===== src/common/dsd_consts.svh =====
// data-space decoder constants: offsets, field positions, reset values
// assumes a 16-bit linear data address and a 16-bit register port
`ifndef DSD_CONSTS_SVH
`define DSD_CONSTS_SVH

`define DSD_ADDR_W        16
`define DSD_DATA_W        16
`define DSD_BUS_DATA_W    32
`define DSD_REG_ADDR_W    4
`define DSD_PAGE_W        8
`define DSD_EVT_W         5

// data-space map
`define DSD_SFR_LAST      16'h07FF
`define DSD_NEAR_LAST     16'h1FFF
`define DSD_RAM_LAST      16'h7FFF
`define DSD_WIN_BIT       15
`define DSD_STACK_BASE    16'h0800
`define DSD_WORD_BYTES    16'h0002

// register offsets
`define DSD_REG_CORE_CTRL 4'h0
`define DSD_REG_WIN_PAGE  4'h1
`define DSD_REG_STK_LIMIT 4'h2
`define DSD_REG_STK_PTR   4'h3
`define DSD_REG_IRQ_STAT  4'h4
`define DSD_REG_IRQ_MASK  4'h5

// fields and reset values
`define DSD_CTRL_WIN_EN   0
`define DSD_LIMIT_RESET   16'hFFFE
`define DSD_EVT_STK_OVF   0
`define DSD_EVT_STK_UNF   1
`define DSD_EVT_WIN_WR    2
`define DSD_EVT_UNMAPPED  3
`define DSD_EVT_MISALIGN  4

`endif


===== src/common/dsd_pkg.sv =====
// types shared by the data-space decoder files
// assumes dsd_consts.svh holds all numeric constants
package dsd_pkg;

  typedef enum logic [1:0] {
    DSD_SZ_BYTE,
    DSD_SZ_WORD,
    DSD_SZ_DWORD
  } dsd_size_t;

  typedef enum logic [1:0] {
    DSD_RT_NONE,
    DSD_RT_SFR,
    DSD_RT_RAM,
    DSD_RT_PM
  } dsd_route_t;

endpackage : dsd_pkg


===== src/logic/dsd_stack_guard.sv =====
// stack pointer with base, upward growth and limit trap
// assumes push and pop come from the core on the same clock, never both at once
`include "dsd_consts.svh"

module dsd_stack_guard (
  // clock and reset
  input  wire logic                   clk_i,
  input  wire logic                   rstn_i,
  input  wire logic                   en_i,
  // stack operations
  input  wire logic                   push_i,
  input  wire logic                   pop_i,
  input  wire logic                   load_i,
  input  wire logic [`DSD_ADDR_W-1:0] load_val_i,
  input  wire logic [`DSD_ADDR_W-1:0] limit_i,
  // results
  output logic      [`DSD_ADDR_W-1:0] sp_o,
  output logic                        ovf_o,
  output logic                        unf_o
);

  logic [`DSD_ADDR_W-1:0] next_sp;
  logic                   next_ovf;
  logic                   next_unf;
  logic [`DSD_ADDR_W:0]   pushed;

  always_comb begin
    next_sp  = sp_o;
    next_ovf = 1'b0;
    next_unf = 1'b0;
    pushed   = {1'b0, sp_o} + {1'b0, `DSD_WORD_BYTES};
    if (load_i) begin
      next_sp = {load_val_i[`DSD_ADDR_W-1:1], 1'b0};
    end else if (push_i) begin
      // blocked push keeps sp so the trap handler sees the last good value
      if (pushed > {1'b0, limit_i}) begin
        next_ovf = 1'b1; // RULE13
      end else begin
        next_sp = pushed[`DSD_ADDR_W-1:0]; // RULE9
      end
    end else if (pop_i) begin
      if (sp_o <= `DSD_STACK_BASE) begin
        next_unf = 1'b1;
      end else begin
        next_sp = sp_o - `DSD_WORD_BYTES;
      end
    end
  end

  always_ff @(posedge clk_i or negedge rstn_i) begin
    if (!rstn_i) begin
      sp_o  <= `DSD_STACK_BASE; // RULE9
      ovf_o <= 1'b0;
      unf_o <= 1'b0;
    end else if (en_i) begin
      sp_o  <= next_sp;
      ovf_o <= next_ovf;
      unf_o <= next_unf;
    end
  end
endmodule : dsd_stack_guard


===== src/logic/dsd_decoder.sv =====
// data-space address decoder: sfr, near, ram, program window, stack limit
// assumes one core access at a time on clk_i and targets that answer two cycles after the request
//
// Contract
// RULE1: the data space is one linear 64 Kbyte byte range with no bank select in the address path.
// RULE2: only the lower 32 Kbytes go to ram; the upper 32 Kbytes are the program window region.
// RULE3: a direct-address access reaches any byte of the lowest 8 Kbytes with no bank selection.
// RULE4: the near region 0000h to 1FFFh holds every sfr and is wholly directly addressable.
// RULE5: addresses 0000h to 07FFh go to the sfr block, not to ram.
// RULE6: with the window on, reads of the upper half return the selected 32 Kbyte program segment, read only.
// RULE7: a page register written by software picks the visible program segment.
// RULE8: one writable bit of core_control turns the window on or off, and software sets it before use.
// RULE9: the stack starts at 0800h and grows upward through the stack pointer register.
// RULE10: a writable stack_limit register holds the address at which the overflow trap is raised.
// RULE11: data is in 2-byte words with byte, word and double-word access sized by the operand.
// RULE12: the window address is the page joined to the low 15 address bits, and window writes are dropped.
// RULE13: a push that would move the stack pointer beyond stack_limit raises the overflow trap.
`include "dsd_consts.svh"

module dsd_decoder #(
  parameter int PAGE_W = `DSD_PAGE_W
) (
  // clock and reset
  input  wire logic                        clk_i,
  input  wire logic                        rstn_i,
  input  wire logic                        en_i,
  // core data access
  input  wire logic                        acc_req_i,
  input  wire logic                        acc_we_i,
  input  wire logic [`DSD_ADDR_W-1:0]      acc_addr_i,
  input  wire logic [1:0]                  acc_size_i,
  input  wire logic [`DSD_BUS_DATA_W-1:0]  acc_wdata_i,
  output logic      [`DSD_BUS_DATA_W-1:0]  acc_rdata_o,
  output logic                             acc_done_o,
  output logic                             acc_err_o,
  // core stack path
  input  wire logic                        push_i,
  input  wire logic                        pop_i,
  output logic      [`DSD_ADDR_W-1:0]      stack_pointer_working_reg_o,
  output logic                             stack_trap_o,
  // targets
  output logic      [`DSD_ADDR_W-1:0]      tgt_addr_o,
  output logic                             tgt_we_o,
  output logic      [1:0]                  tgt_size_o,
  output logic      [`DSD_BUS_DATA_W-1:0]  tgt_wdata_o,
  output logic                             sfr_sel_o,
  output logic                             ram_sel_o,
  output logic                             pm_rd_o,
  output logic      [PAGE_W+14:0]          pm_addr_o,
  input  wire logic [`DSD_BUS_DATA_W-1:0]  sfr_rdata_i,
  input  wire logic [`DSD_BUS_DATA_W-1:0]  ram_rdata_i,
  input  wire logic [`DSD_BUS_DATA_W-1:0]  pm_rdata_i,
  // register port
  input  wire logic [`DSD_REG_ADDR_W-1:0]  reg_addr_i,
  input  wire logic [`DSD_DATA_W-1:0]      reg_wdata_i,
  input  wire logic                        reg_we_i,
  input  wire logic                        reg_re_i,
  output logic      [`DSD_DATA_W-1:0]      reg_rdata_o,
  // interrupt
  output logic                             irq_o
);

  // software registers
  logic                    program_window_enable;
  logic [PAGE_W-1:0]       program_window_page;
  logic [`DSD_ADDR_W-1:0]  stack_limit;
  logic [`DSD_EVT_W-1:0]   irq_stat;
  logic [`DSD_EVT_W-1:0]   irq_mask;
  logic                    next_window_enable;
  logic [PAGE_W-1:0]       next_page;
  logic [`DSD_ADDR_W-1:0]  next_limit;
  logic [`DSD_EVT_W-1:0]   next_stat;
  logic [`DSD_EVT_W-1:0]   next_mask;
  logic [`DSD_DATA_W-1:0]  next_rdata;
  logic                    next_irq;
  logic                    sp_load;
  logic                    stk_ovf;
  logic                    stk_unf;
  logic [`DSD_EVT_W-1:0]   evt;

  // decode stage
  dsd_pkg::dsd_route_t     route;
  dsd_pkg::dsd_route_t     rt1;
  dsd_pkg::dsd_route_t     rt2;
  dsd_pkg::dsd_route_t     next_rt1;
  dsd_pkg::dsd_route_t     next_rt2;
  logic                    misalign;
  logic                    win_wr;
  logic                    unmapped;
  logic                    act1;
  logic                    act2;
  logic                    next_act1;
  logic                    next_act2;
  logic [PAGE_W+14:0]      next_pm_addr;
  logic [`DSD_BUS_DATA_W-1:0] next_acc_rdata;

  // flat 16-bit address, no bank register anywhere in the path
  always_comb begin
    route    = dsd_pkg::DSD_RT_NONE;
    misalign = 1'b0;
    win_wr   = 1'b0;
    unmapped = 1'b0;
    // word and double word must sit on a 2-byte boundary
    if (acc_size_i != 2'(dsd_pkg::DSD_SZ_BYTE) && acc_addr_i[0]) begin
      misalign = 1'b1; // RULE11
    end else if (acc_addr_i <= `DSD_SFR_LAST) begin
      route = dsd_pkg::DSD_RT_SFR; // RULE5 RULE4 RULE3
    end else if (!acc_addr_i[`DSD_WIN_BIT]) begin
      route = dsd_pkg::DSD_RT_RAM; // RULE2 RULE1
    end else if (acc_we_i) begin
      win_wr = 1'b1; // RULE12
    end else if (program_window_enable) begin
      route = dsd_pkg::DSD_RT_PM; // RULE6 RULE8
    end else begin
      unmapped = 1'b1;
    end
  end

  always_comb begin
    next_act1    = acc_req_i;
    next_rt1     = acc_req_i ? route : dsd_pkg::DSD_RT_NONE;
    next_act2    = act1;
    next_rt2     = rt1;
    next_pm_addr = {program_window_page, acc_addr_i[14:0]}; // RULE12 RULE7
    unique case (rt2)
      dsd_pkg::DSD_RT_SFR: next_acc_rdata = sfr_rdata_i;
      dsd_pkg::DSD_RT_RAM: next_acc_rdata = ram_rdata_i;
      dsd_pkg::DSD_RT_PM:  next_acc_rdata = pm_rdata_i;
      dsd_pkg::DSD_RT_NONE: next_acc_rdata = '0;
    endcase
  end

  always_ff @(posedge clk_i or negedge rstn_i) begin
    if (!rstn_i) begin
      act1        <= 1'b0;
      act2        <= 1'b0;
      rt1         <= dsd_pkg::DSD_RT_NONE;
      rt2         <= dsd_pkg::DSD_RT_NONE;
      tgt_addr_o  <= '0;
      tgt_we_o    <= 1'b0;
      tgt_size_o  <= '0;
      tgt_wdata_o <= '0;
      sfr_sel_o   <= 1'b0;
      ram_sel_o   <= 1'b0;
      pm_rd_o     <= 1'b0;
      pm_addr_o   <= '0;
      acc_rdata_o <= '0;
      acc_done_o  <= 1'b0;
      acc_err_o   <= 1'b0;
    end else if (en_i) begin
      act1        <= next_act1;
      act2        <= next_act2;
      rt1         <= next_rt1;
      rt2         <= next_rt2;
      tgt_addr_o  <= acc_addr_i;
      // refused writes (window, misaligned) must never reach a target
      tgt_we_o    <= acc_req_i && acc_we_i && (route == dsd_pkg::DSD_RT_SFR || route == dsd_pkg::DSD_RT_RAM); // RULE12
      tgt_size_o  <= acc_size_i; // RULE11
      tgt_wdata_o <= acc_wdata_i;
      sfr_sel_o   <= acc_req_i && route == dsd_pkg::DSD_RT_SFR;
      ram_sel_o   <= acc_req_i && route == dsd_pkg::DSD_RT_RAM;
      pm_rd_o     <= acc_req_i && route == dsd_pkg::DSD_RT_PM; // RULE6
      pm_addr_o   <= next_pm_addr;
      acc_rdata_o <= next_acc_rdata;
      acc_done_o  <= act2;
      acc_err_o   <= act2 && rt2 == dsd_pkg::DSD_RT_NONE;
    end
  end

  dsd_stack_guard u_stack (
    .clk_i      (clk_i),
    .rstn_i     (rstn_i),
    .en_i       (en_i),
    .push_i     (push_i),
    .pop_i      (pop_i),
    .load_i     (sp_load),
    .load_val_i (reg_wdata_i),
    .limit_i    (stack_limit), // RULE10
    .sp_o       (stack_pointer_working_reg_o),
    .ovf_o      (stk_ovf),
    .unf_o      (stk_unf)
  );

  assign sp_load = reg_we_i && reg_addr_i == `DSD_REG_STK_PTR;

  // events are sampled when the access is decoded
  always_comb begin
    evt = '0;
    evt[`DSD_EVT_STK_OVF]  = stk_ovf; // RULE13
    evt[`DSD_EVT_STK_UNF]  = stk_unf;
    evt[`DSD_EVT_WIN_WR]   = acc_req_i && win_wr;
    evt[`DSD_EVT_UNMAPPED] = acc_req_i && unmapped;
    evt[`DSD_EVT_MISALIGN] = acc_req_i && misalign;
  end

  always_comb begin
    next_window_enable = program_window_enable;
    next_page          = program_window_page;
    next_limit         = stack_limit;
    next_mask          = irq_mask;
    next_stat          = irq_stat;
    next_rdata         = '0;
    if (reg_we_i) begin
      unique case (reg_addr_i)
        `DSD_REG_CORE_CTRL: next_window_enable = reg_wdata_i[`DSD_CTRL_WIN_EN]; // RULE8
        `DSD_REG_WIN_PAGE:  next_page = reg_wdata_i[PAGE_W-1:0]; // RULE7
        `DSD_REG_STK_LIMIT: next_limit = {reg_wdata_i[`DSD_ADDR_W-1:1], 1'b0}; // RULE10
        `DSD_REG_IRQ_MASK:  next_mask = reg_wdata_i[`DSD_EVT_W-1:0];
        default:            next_mask = irq_mask;
      endcase
    end
    if (reg_re_i) begin
      unique case (reg_addr_i)
        `DSD_REG_CORE_CTRL: next_rdata[`DSD_CTRL_WIN_EN] = program_window_enable;
        `DSD_REG_WIN_PAGE:  next_rdata[PAGE_W-1:0] = program_window_page;
        `DSD_REG_STK_LIMIT: next_rdata = stack_limit;
        `DSD_REG_STK_PTR:   next_rdata = stack_pointer_working_reg_o;
        `DSD_REG_IRQ_STAT:  next_rdata[`DSD_EVT_W-1:0] = irq_stat;
        `DSD_REG_IRQ_MASK:  next_rdata[`DSD_EVT_W-1:0] = irq_mask;
        default:            next_rdata = '0;
      endcase
      if (reg_addr_i == `DSD_REG_IRQ_STAT) begin
        next_stat = '0;
      end
    end
    // a new event in the clearing cycle survives
    next_stat = next_stat | evt;
    next_irq  = |(next_stat & next_mask);
  end

  always_ff @(posedge clk_i or negedge rstn_i) begin
    if (!rstn_i) begin
      program_window_enable <= 1'b0;
      program_window_page   <= '0;
      stack_limit           <= `DSD_LIMIT_RESET;
      irq_stat              <= '0;
      irq_mask              <= '0;
      reg_rdata_o           <= '0;
      irq_o                 <= 1'b0;
      stack_trap_o          <= 1'b0;
    end else if (en_i) begin
      program_window_enable <= next_window_enable;
      program_window_page   <= next_page;
      stack_limit           <= next_limit;
      irq_stat              <= next_stat;
      irq_mask              <= next_mask;
      reg_rdata_o           <= next_rdata;
      irq_o                 <= next_irq;
      stack_trap_o          <= stk_ovf; // RULE13
    end
  end
endmodule : dsd_decoder


===== config.mk =====
export PLATFORM = sky130hd
export DESIGN_NAME = dsd_decoder
export DESIGN_NICKNAME = d
export VERILOG_FILES = /design/src/common/dsd_pkg.sv /design/src/logic/dsd_stack_guard.sv /design/src/logic/dsd_decoder.sv
export VERILOG_INCLUDE_DIRS = /design/src /design/src/common
export SDC_FILE = /design/constraint.sdc
export NUM_CORES = 1
export LEC_CHECK = 0
export ABC_AREA = 1
export BUFFER_PORTS_ARGS = -buffer_cell sky130_fd_sc_hd__buf_4
export CAP_MARGIN = 20
export CORE_MARGIN = 3
export CORE_UTILIZATION = 50
export CTS_BUF_LIST = sky130_fd_sc_hd__clkbuf_4 sky130_fd_sc_hd__clkbuf_8 sky130_fd_sc_hd__clkbuf_16
export DETAILED_ROUTE_END_ITERATION = 8
export GPL_TIMING_DRIVEN = 0
export HOLD_SLACK_MARGIN = 0.1
export PLACE_DENSITY = 0.91
export SLEW_MARGIN = 20
export SYNTH_ARGS = -nofsm -noshare
export SYNTH_HDL_FRONTEND = slang
export SYNTH_SLANG_ARGS = --single-unit

===== constraint.sdc =====
create_clock -name clk_i -period 3.49 [get_ports clk_i]
set_input_delay 0.8725 -clock clk_i [delete_from_list [all_inputs] [get_ports clk_i]]
set_output_delay 0.8725 -clock clk_i [all_outputs]
set_load 0.02 [all_outputs]

==> results of run 1 <==
-- cell families after synthesis --
group | count (synthesis) | share of synthesized area
xor+xnor | 7 | 0.00665
simple gates | 700 | 0.315
fa+ha+maj | 20 | 0.0272
flops | 171 | 0.466
other cells | 1 | 0.000407
buf+inv | 187 | 0.0869
compound gates | 143 | 0.0977
-- routing by layer --
metal / vias up / wire [um]
met2: 497 / 16300
met4: 0 / 1410
met5: - / 0
met3: 105 / 2700
li1: 4645 / -
met1: 4629 / 12500
-- placed cells by master, fill, tap and decap left out, types with 3 or more instances in the layout --
master / instances
a21oi_1: 12
a41oi_1: 32
buf_1: 8
buf_2: 9
buf_4: 334
clkbuf_1: 43
clkbuf_16: 17
clkinv_1: 3
clkinv_4: 4
clkinvlp_4: 3
dfrtp_1: 155
dfstp_2: 16
ha_1: 20
inv_1: 94
inv_2: 7
nand2_1: 454
nand2_2: 4
nand3_1: 131
nand3_2: 4
nand4_1: 6
nor2_1: 87
nor3_1: 5
o21a_1: 3
o21ai_0: 64
o221ai_1: 4
o22ai_1: 21
xor2_1: 6
-- critical path, stage by stage (launching register included) --
cell and delay (ns):
dfrtp_1 0.58, ha_1 0.34, nand2_1 0.07, nor2_1 0.37, xor2_1 0.24, inv_1 0.07, ha_1 0.27, nand2_1 0.05
nor2_1 0.14, nand2_1 0.07, nor2_1 0.14, nand3_1 0.12, nand2_1 0.09, inv_2 0.06, a21oi_2 0.32, nand2_1 0.10
nand2_1 0.09
-- power breakdown --
part | total, W | switching, W | internal, W
Combinational | 0.00270 | 0.00168 | 0.00102
Sequential | 0.00255 | 0.000252 | 0.00230
Clock | 0.00188 | 0.000854 | 0.00103
-- metrics by stage --
step	setup slack, ns	hold slack [ns]
finish	0.303	0.418
detailed placement	0.433	0.459
CTS	0.386	0.442
global placement	0.489	0.456
floorplan	0.911	0.442
global route	0.0108	0.450
-- final cells by class --
class,instances,area [um2]
fill,1567,5520
sequential,171,4300
multi-input combinational,871,4120
timing repair buffer,318,2410
clock buffer,19,447
buffer,82,404
inverter,105,397
tap,229,287
clock inverter,13,138
-- worst min-delay path by stage --
stage / depth (start not counted) / end / start / slack (ns)
floorplan: 2 / act1 / act1 / 0.44
global route: 1 / tgt_addr_o[3] / rstn_i / 0.45
finish: 1 / tgt_addr_o[1] / rstn_i / 0.42
CTS: 1 / tgt_addr_o[1] / rstn_i / 0.44
global placement: 2 / tgt_wdata_o[29] / tgt_wdata_o[29] / 0.46
detailed placement: 2 / tgt_wdata_o[14] / tgt_wdata_o[14] / 0.46
-- flip-flops by register name, summed over array words and instances (netlist names), 2 cells and up --
name and cells:
acc_rdata_o 32, tgt_wdata_o 32, reg_rdata_o 16, tgt_addr_o 16, stack_limit 15, u_stack.sp_o 15
pm_addr_o 8, program_window_page 8, irq_mask 5, irq_stat 5, next_rt2 2, rt2 2
tgt_size_o 2
==> flow_summary.ini, run 1 <==
[global_route]
use_met3 = 0.0671
grt_pass1_wl_um = 50700
first_global_vias = 9634
grt_max_degree = 92
antenna_found_initial = 0
grt.overflow.total = 0
top_usage_layer = met2
grt_usage = 0.321
use_met2 = 0.547
met1_usage = 0.396

[run]
maxCapViolCount = 0

[timing]
rsz0062_at_grt = false
final_hold_viol_count = 0
slew_headroom = 0.412
setup_tns_ns = 0
setup_viol = 0
fin_worst_skew_ns = 0.0137
fmaxAchievable_ghz = 0.314
tightest_slew_ns = 0.873
drv_slew = 0
period_minus_slack_ns = 3.19
period_share = 0.913

[critical_path]
crit_path_max_fanout = 8
crit_end = u_stack.sp_o[4]
crit_type = reg2reg
worst-r2r-setup-slack_ns = 0.30
critPathLaunchType = flop
timing.rr.end = u_stack.sp_o[4]
startpoint = u_stack.sp_o[1]
timing.rr.start = u_stack.sp_o[1]
end_kind = flop
critPathRequiredTime_ns = 3.85
cp.arrival_ns = 3.55
worstRegToRegCells = 16

[synth]
synth_flop_cell = dfrtp_1
yosysWarningCount = 0
yosys-top-cells-count = nand2_1 (454), dfrtp_1 (155), nand3_1 (131)
synth.most_common_cell = nand2_1
syn-cell-area_um2 = 9220
synth_top_area_frac = 0.421
avgSynthCellArea_um2 = 7.50
synth_enable_flop_cells = 0
syn_inst = 1229
async_flop_share = 1.00
synth_fp_nets = 1424
synth-seq-area-share = 0.466
ys_types = 42
synthTopCellsByArea = dfrtp_1 (42%), nand2_1 (18%), nand3_1 (7.1%)
synth_top_cell_by_area = dfrtp_1
synth_seq_cells = 171

[cts]
clkTransAtPathRegs_ns = 0.07
post_cts_resized = 0
htreeDepth = 4
clk_latency_ns = 0.43
clock-sinks = 171
holdBufCountCts = 0
post_cts_buffers = 0
clockRootBuffer = clkbuf_16
cts_buffer_depth = 2
cts_tree = done
cts_buffers = 17

[placement]
dp_hpwl_um = 25800
place_area_um2 = 11900
place_congestion = 0.980
placedCellCount = 1776
port_buffers = 317

[detailed_routing]
drc = 0
first_pass_iters = 5
routed_wirelength_um = 32900
ant_nets = 0
via_per_inst = 5.46
wl_per_cell_um = 18.2
vias = 9876
dr.first_iter.drc_count = 670

[floorplan]
rows = 49
initial_core_util = 0.511
dieArea_um2 = 20100
io_pins = 320
coreArea_um2 = 18000
die_h_um = 142
die_x_um = 142

[layout]
syn_to_final_growth_pct = 35.7
finalNetCount = 1761
drive_gt1_frac = 0.265
final_core_util = 0.694
finalNonFillerCells = 1808
finalInstanceArea_um2 = 12500
antennaDiodeCount = 0

[pwr]
powerDensity_nw_per_um2 = 570
finalPower_w = 0.00713
max-vdd-ir-drop_v = 0.000393
leakage_nw = 6.50

[outcome]
status = completed

[hold_path]
min_path_type = in2async
Note: power is estimated with default switching activity, not from simulation.
==> run 2: changes to the inputs <==
REMOVE_ABC_BUFFERS = 1   (was default)
==> flow_summary.ini, run 2 (same netlist as run 1, synthesis figures left out) <==
[layout]
finalInstanceArea_um2 = 12200
drive_gt1_frac = 0.265
finalNetCount = 1682
reg_top3 = acc_rdata_o (32), tgt_wdata_o (32)
n_fill_cell = 1528
syn_to_final_growth_pct = 31.9
final_core_util = 0.675
final_cell_mix = nand2_1 (454), buf_4 (316), dfrtp_1 (153), nand3_1 (131), inv_1 (94)
layout_commonest_cell = nand2_1

[critical_path]
critPathRequiredTime_ns = 3.87
crit_path_max_incr_delay_ns = 0.55
critPathLaunchType = flop
critPathBufInv = 2
cp.arrival_ns = 3.45
crit_chain = ha_1 > nand2_1 > nor2_2 > xor2_1 > inv_1 > ha_1 > nand2_1 > nor2_1 > nand2_1 > nor2_1 > nand3_1 > nand2_1 > inv_2 > a21oi_2 > nand2_1 > nand2_1
crit_type = reg2reg
cp_num_cells = 16
timing.critical_path.mode_cell = nand2_1
crit_path_max_fanout = 8
worstRegToRegCells = 16
worst_path_max_delay_cell = dfrtp_1
cpLargestDelayFamily = simple AND/OR/NAND/NOR gates
end_kind = flop

[cts]
holdBufCountCts = 0
cts_buffers = 17
clkTransAtPathRegs_ns = 0.07
cts_tree = done
clk_latency_ns = 0.43
clock-sinks = 171
clockRootBuffer = clkbuf_16
cts_buffer_depth = 2
htreeDepth = 4

[global_route]
grt_pass1_wl_um = 48800
grt.overflow.total = 0
antenna_found_initial = 2
grt_max_degree = 97
first_global_vias = 9198
grt_usage = 0.306

[detailed_routing]
route.met2.wl_um = 15500
routed.top_layer = met4
via_per_inst = 5.52
met1_length_um = 11900
routed_wirelength_um = 31400
vias = 9557
first_pass_iters = 5
wl_per_cell_um = 18.2
ant_nets = 0
dr.first_iter.drc_count = 891
routed-wl-met3_um = 2460
drc = 0

[placement]
place_congestion = 0.973
port_buffers = 318
place_area_um2 = 11600
dp_slack_ns = 0.301
dp_hpwl_um = 22900

[floorplan]
die_h_um = 142
dieArea_um2 = 20100
coreArea_um2 = 18000
rows = 49
initial_core_util = 0.511
io_pins = 320
die_x_um = 142

[run]
maxCapViolCount = 0

[pwr]
finalPower_w = 0.00693
max-vdd-ir-drop_v = 0.000444
powerDensity_nw_per_um2 = 570
leakage_nw = 6.29

[timing]
drv_slew = 0
fmaxAchievable_ghz = 0.326
final_hold_viol_count = 0
setup_viol = 0
rsz0062_at_grt = false
fin_worst_skew_ns = 0.0116
slew_headroom = 0.315
period_share = 0.880
worst_slack_ns = 0.419
tightest_slew_ns = 1.03
period_minus_slack_ns = 3.07
setup_tns_ns = 0

[outcome]
status = completed

[hold_path]
min_path_type = in2async
## run 2: changes by cell type in the layout (fill, tap and decap cells not counted), moves of 3 or more
cell | previous run | this run
buf_1 | 8 | 0
buf_2 | 9 | 0
buf_4 | 334 | 316
clkbuf_1 | 43 | 0
clkinvlp_4 | 3 | 6
inv_8 | 1 | 4
## run 2: final cells by class
type / count / area, um2 / area share
Antenna cell: 2 / 5.00 / 0.000412
Clock inverter: 15 / 134 / 0.0110
Tap cell: 229 / 287 / 0.0236
Sequential cell: 171 / 4300 / 0.354
Clock buffer: 17 / 425 / 0.0350
Inverter: 105 / 403 / 0.0331
Multi-Input combinational cell: 871 / 4130 / 0.339
Timing Repair Buffer: 321 / 2470 / 0.203
## run 2: what timing repair did
item | 4_1_cts | 5_1_grt
resized for setup | 0 | 1
endpoints found under the setup margin | 0 | 1
setup buffers | 0 | 0
## run 2: worst register-to-register path: cells and delay by family, from the launching register on
family,cells,cell delay (ns)
adder cells (fa/ha/maj),2,0.60
AND/OR/NAND/NOR,10,1.05
buffers and inverters,2,0.14
flip-flops,1,0.55
AO/OA/AOI/OAI,1,0.37
XOR/XNOR,1,0.28
## run 2: path summary, 6_finish.rpt
check                                start                to  slack [ns]
max                        u_stack.sp_o[1]   u_stack.sp_o[4]        0.42
min in group clk_i         tgt_wdata_o[21]   tgt_wdata_o[21]        0.47
min reg2reg                tgt_wdata_o[21]   tgt_wdata_o[21]        0.47
max reg2reg                u_stack.sp_o[1]   u_stack.sp_o[4]        0.42
min                                 rstn_i  u_stack.sp_o[13]        0.41
max in group asynchronous           rstn_i            rt2[1]        2.14
## run 2: routing by layer
layer  vias to the layer above  global-route usage
met5                         -                   0
met4                         0               0.138
met3                       111              0.0624
met2                       485               0.518
met1                      4483               0.377
li1                       4478                   -
## run 2: metrics by stage
stage          instances  hold slack [ns]
2_1_floorplan       1147            0.442
6_report            1731            0.407
3_3_place_gp        1694            0.456
3_5_place_dp        1697            0.460
5_1_grt             1731            0.463
4_1_cts             1729            0.450
## run 2: where the power goes
group | internal [W] | leakage [nW] | switching (W)
logic | 0.000940 | 3.92 | 0.00150
clock network | 0.000938 | 0.256 | 0.000882
registers | 0.00230 | 2.12 | 0.000374
total | 0.00418 | 6.29 | 0.00276
==> run 3: changes to the inputs <==
--- a/config.mk
+++ b/config.mk
@@ -10,11 +10,13 @@
 export BUFFER_PORTS_ARGS = -buffer_cell sky130_fd_sc_hd__buf_4
 export CAP_MARGIN = 20
+export CELL_PAD_IN_SITES_DETAIL_PLACEMENT = 0
+export CELL_PAD_IN_SITES_GLOBAL_PLACEMENT = 1
 export CORE_MARGIN = 3
-export CORE_UTILIZATION = 50
+export CORE_UTILIZATION = 36
 export CTS_BUF_LIST = sky130_fd_sc_hd__clkbuf_4 sky130_fd_sc_hd__clkbuf_8 sky130_fd_sc_hd__clkbuf_16
 export DETAILED_ROUTE_END_ITERATION = 8
 export GPL_TIMING_DRIVEN = 0
 export HOLD_SLACK_MARGIN = 0.1
-export PLACE_DENSITY = 0.91
+export PLACE_DENSITY = 0.92
 export REMOVE_ABC_BUFFERS = 1
 export SLEW_MARGIN = 20
==> constraint.sdc (replaced) <==
create_clock -name clk_i -period 3.49 [get_ports clk_i]
set_input_delay 1.047 -clock clk_i [delete_from_list [all_inputs] [get_ports clk_i]]
set_output_delay 1.047 -clock clk_i [all_outputs]
set_load 0.02 [all_outputs]
==> flow_summary.ini, run 3 (same netlist as run 1, synthesis figures left out) <==
[outcome]
status = completed

[global_route]
first_global_vias = 8876
grt_pass1_wl_um = 50100
grt_max_degree = 97
grt.overflow.total = 0
grt_usage = 0.225
antenna_found_initial = 6

[timing]
fmaxAchievable_ghz = 0.325
tightest_slew_ns = 0.977
slew_headroom = 0.347
drv_slew = 0
setup_viol = 0
fin_worst_skew_ns = 0.0112
worst_slack_ns = 0.414
final_hold_viol_count = 0
period_minus_slack_ns = 3.08
rsz0062_at_grt = false
period_share = 0.881
setup_tns_ns = 0

[placement]
port_buffers = 318
place_area_um2 = 11800
place_congestion = 0.884
dp_slack_ns = 0.161
placedCellCount = 1794
dp_hpwl_um = 23400

[hold_path]
min_to = acc_done_o
min_path_type = reg2reg
min_path_cells = 2
min_from = acc_done_o

[floorplan]
initial_core_util = 0.372
die_x_um = 166
dieArea_um2 = 27600
rows = 57
coreArea_um2 = 24700
die_h_um = 166
io_pins = 320

[critical_path]
critPathRequiredTime_ns = 3.86
cp.arrival_ns = 3.45
timing.rr.end = u_stack.sp_o[11]
crit_path_max_fanout = 8
timing.rr.start = u_stack.sp_o[1]
worst-r2r-setup-slack_ns = 0.41
crit_type = reg2reg
end_kind = flop
critPathLaunchType = flop
worstRegToRegCells = 16

[layout]
drive_gt1_frac = 0.266
reg_top3 = acc_rdata_o (32), tgt_wdata_o (32)
finalNetCount = 1684
layout_commonest_cell = nand2_1
finalInstanceArea_um2 = 12400
final_core_util = 0.500
syn_to_final_growth_pct = 34.3
finalNonFillerCells = 1832
final_cell_mix = nand2_1 (454), buf_4 (316), dfrtp_1 (153), nand3_1 (131), inv_1 (94)

[cts]
post_cts_resized = 0
clockRootBuffer = clkbuf_16
post_cts_buffers = 0
holdBufCountCts = 0
cts_buffer_depth = 2
clk_latency_ns = 0.43
clock-sinks = 171
cts_tree = done
cts_buffers = 17
clkTransAtPathRegs_ns = 0.07
htreeDepth = 4

[pwr]
max-vdd-ir-drop_v = 0.000383
powerDensity_nw_per_um2 = 569
leakage_nw = 6.33

[detailed_routing]
routed_wirelength_um = 31800
drc = 0
first_pass_iters = 5
ant_nets = 0
via_per_inst = 5.11
wl_per_cell_um = 17.4
vias = 9355
dr.first_iter.drc_count = 813

[run]
maxCapViolCount = 0
==> run 3: worst max-delay path, cell delays in order, from the launching register on <==
cell,delay (ns)
dfrtp_1,0.55
ha_1,0.35
nand2_1,0.10
nor2_2,0.25
xor2_1,0.23
inv_1,0.07
ha_1,0.27
nand2_1,0.05
nor2_1,0.13
nand2_1,0.06
nor2_1,0.15
nand3_1,0.10
nand2_1,0.08
inv_2,0.06
a21oi_2,0.40
nand2_1,0.09
nand2_1,0.08
==> run 3: per-layer routing <==
| layer | vias up | GRT usage | part of all wire |
|---|---|---|---|
| met5 | - | 0 | 0 |
| met4 | 0 | 0.0745 | 0.025 |
| met3 | 41 | 0.0440 | 0.058 |
| met2 | 337 | 0.378 | 0.50 |
| met1 | 4481 | 0.294 | 0.42 |
| li1 | 4496 | - | - |
==> run 3: through the flow <==
stage / power (W) / hold WS [ns]
after detailed placement: 0.00510 / 0.460
after global routing: 0.00751 / 0.492
final: 0.00704 / 0.472
after global placement: 0.00505 / 0.453
after CTS: 0.00709 / 0.476
after floorplan: 0.00405 / 0.442
==> run 3: worst max-delay path by stage <==
stage / start / to / slack, ns / cells after the start
2_1_floorplan: rt2[0] / acc_rdata_o[0] / 0.42 / 4
3_3_place_gp: en_i / irq_o / -2.65 / 4
3_5_place_dp: reg_addr_i[2] / stack_limit[13] / 0.16 / 8
4_1_cts: u_stack.sp_o[1] / u_stack.sp_o[10] / 0.26 / 16
5_1_grt: u_stack.sp_o[1] / u_stack.sp_o[10] / 0.05 / 16
6_report: u_stack.sp_o[1] / u_stack.sp_o[11] / 0.41 / 16
==> run 3: power by group <==
group / leakage (nW) / total (W) / switching, W / internal [W]
Clock: 0.275 / 0.00197 / 0.000876 / 0.00109
Combinational: 3.94 / 0.00241 / 0.00147 / 0.000942
Sequential: 2.12 / 0.00266 / 0.000362 / 0.00230
Total: 6.33 / 0.00704 / 0.00271 / 0.00433
==> run 3: cell type report <==
type	instances	area, um2
fill	2490	12400
clock inverter	14	159
timing repair buffer	323	2530
clock buffer	18	439
inverter	105	403
tap	324	405
sequential	171	4300
multi-input combinational	871	4130
antenna	6	15.0
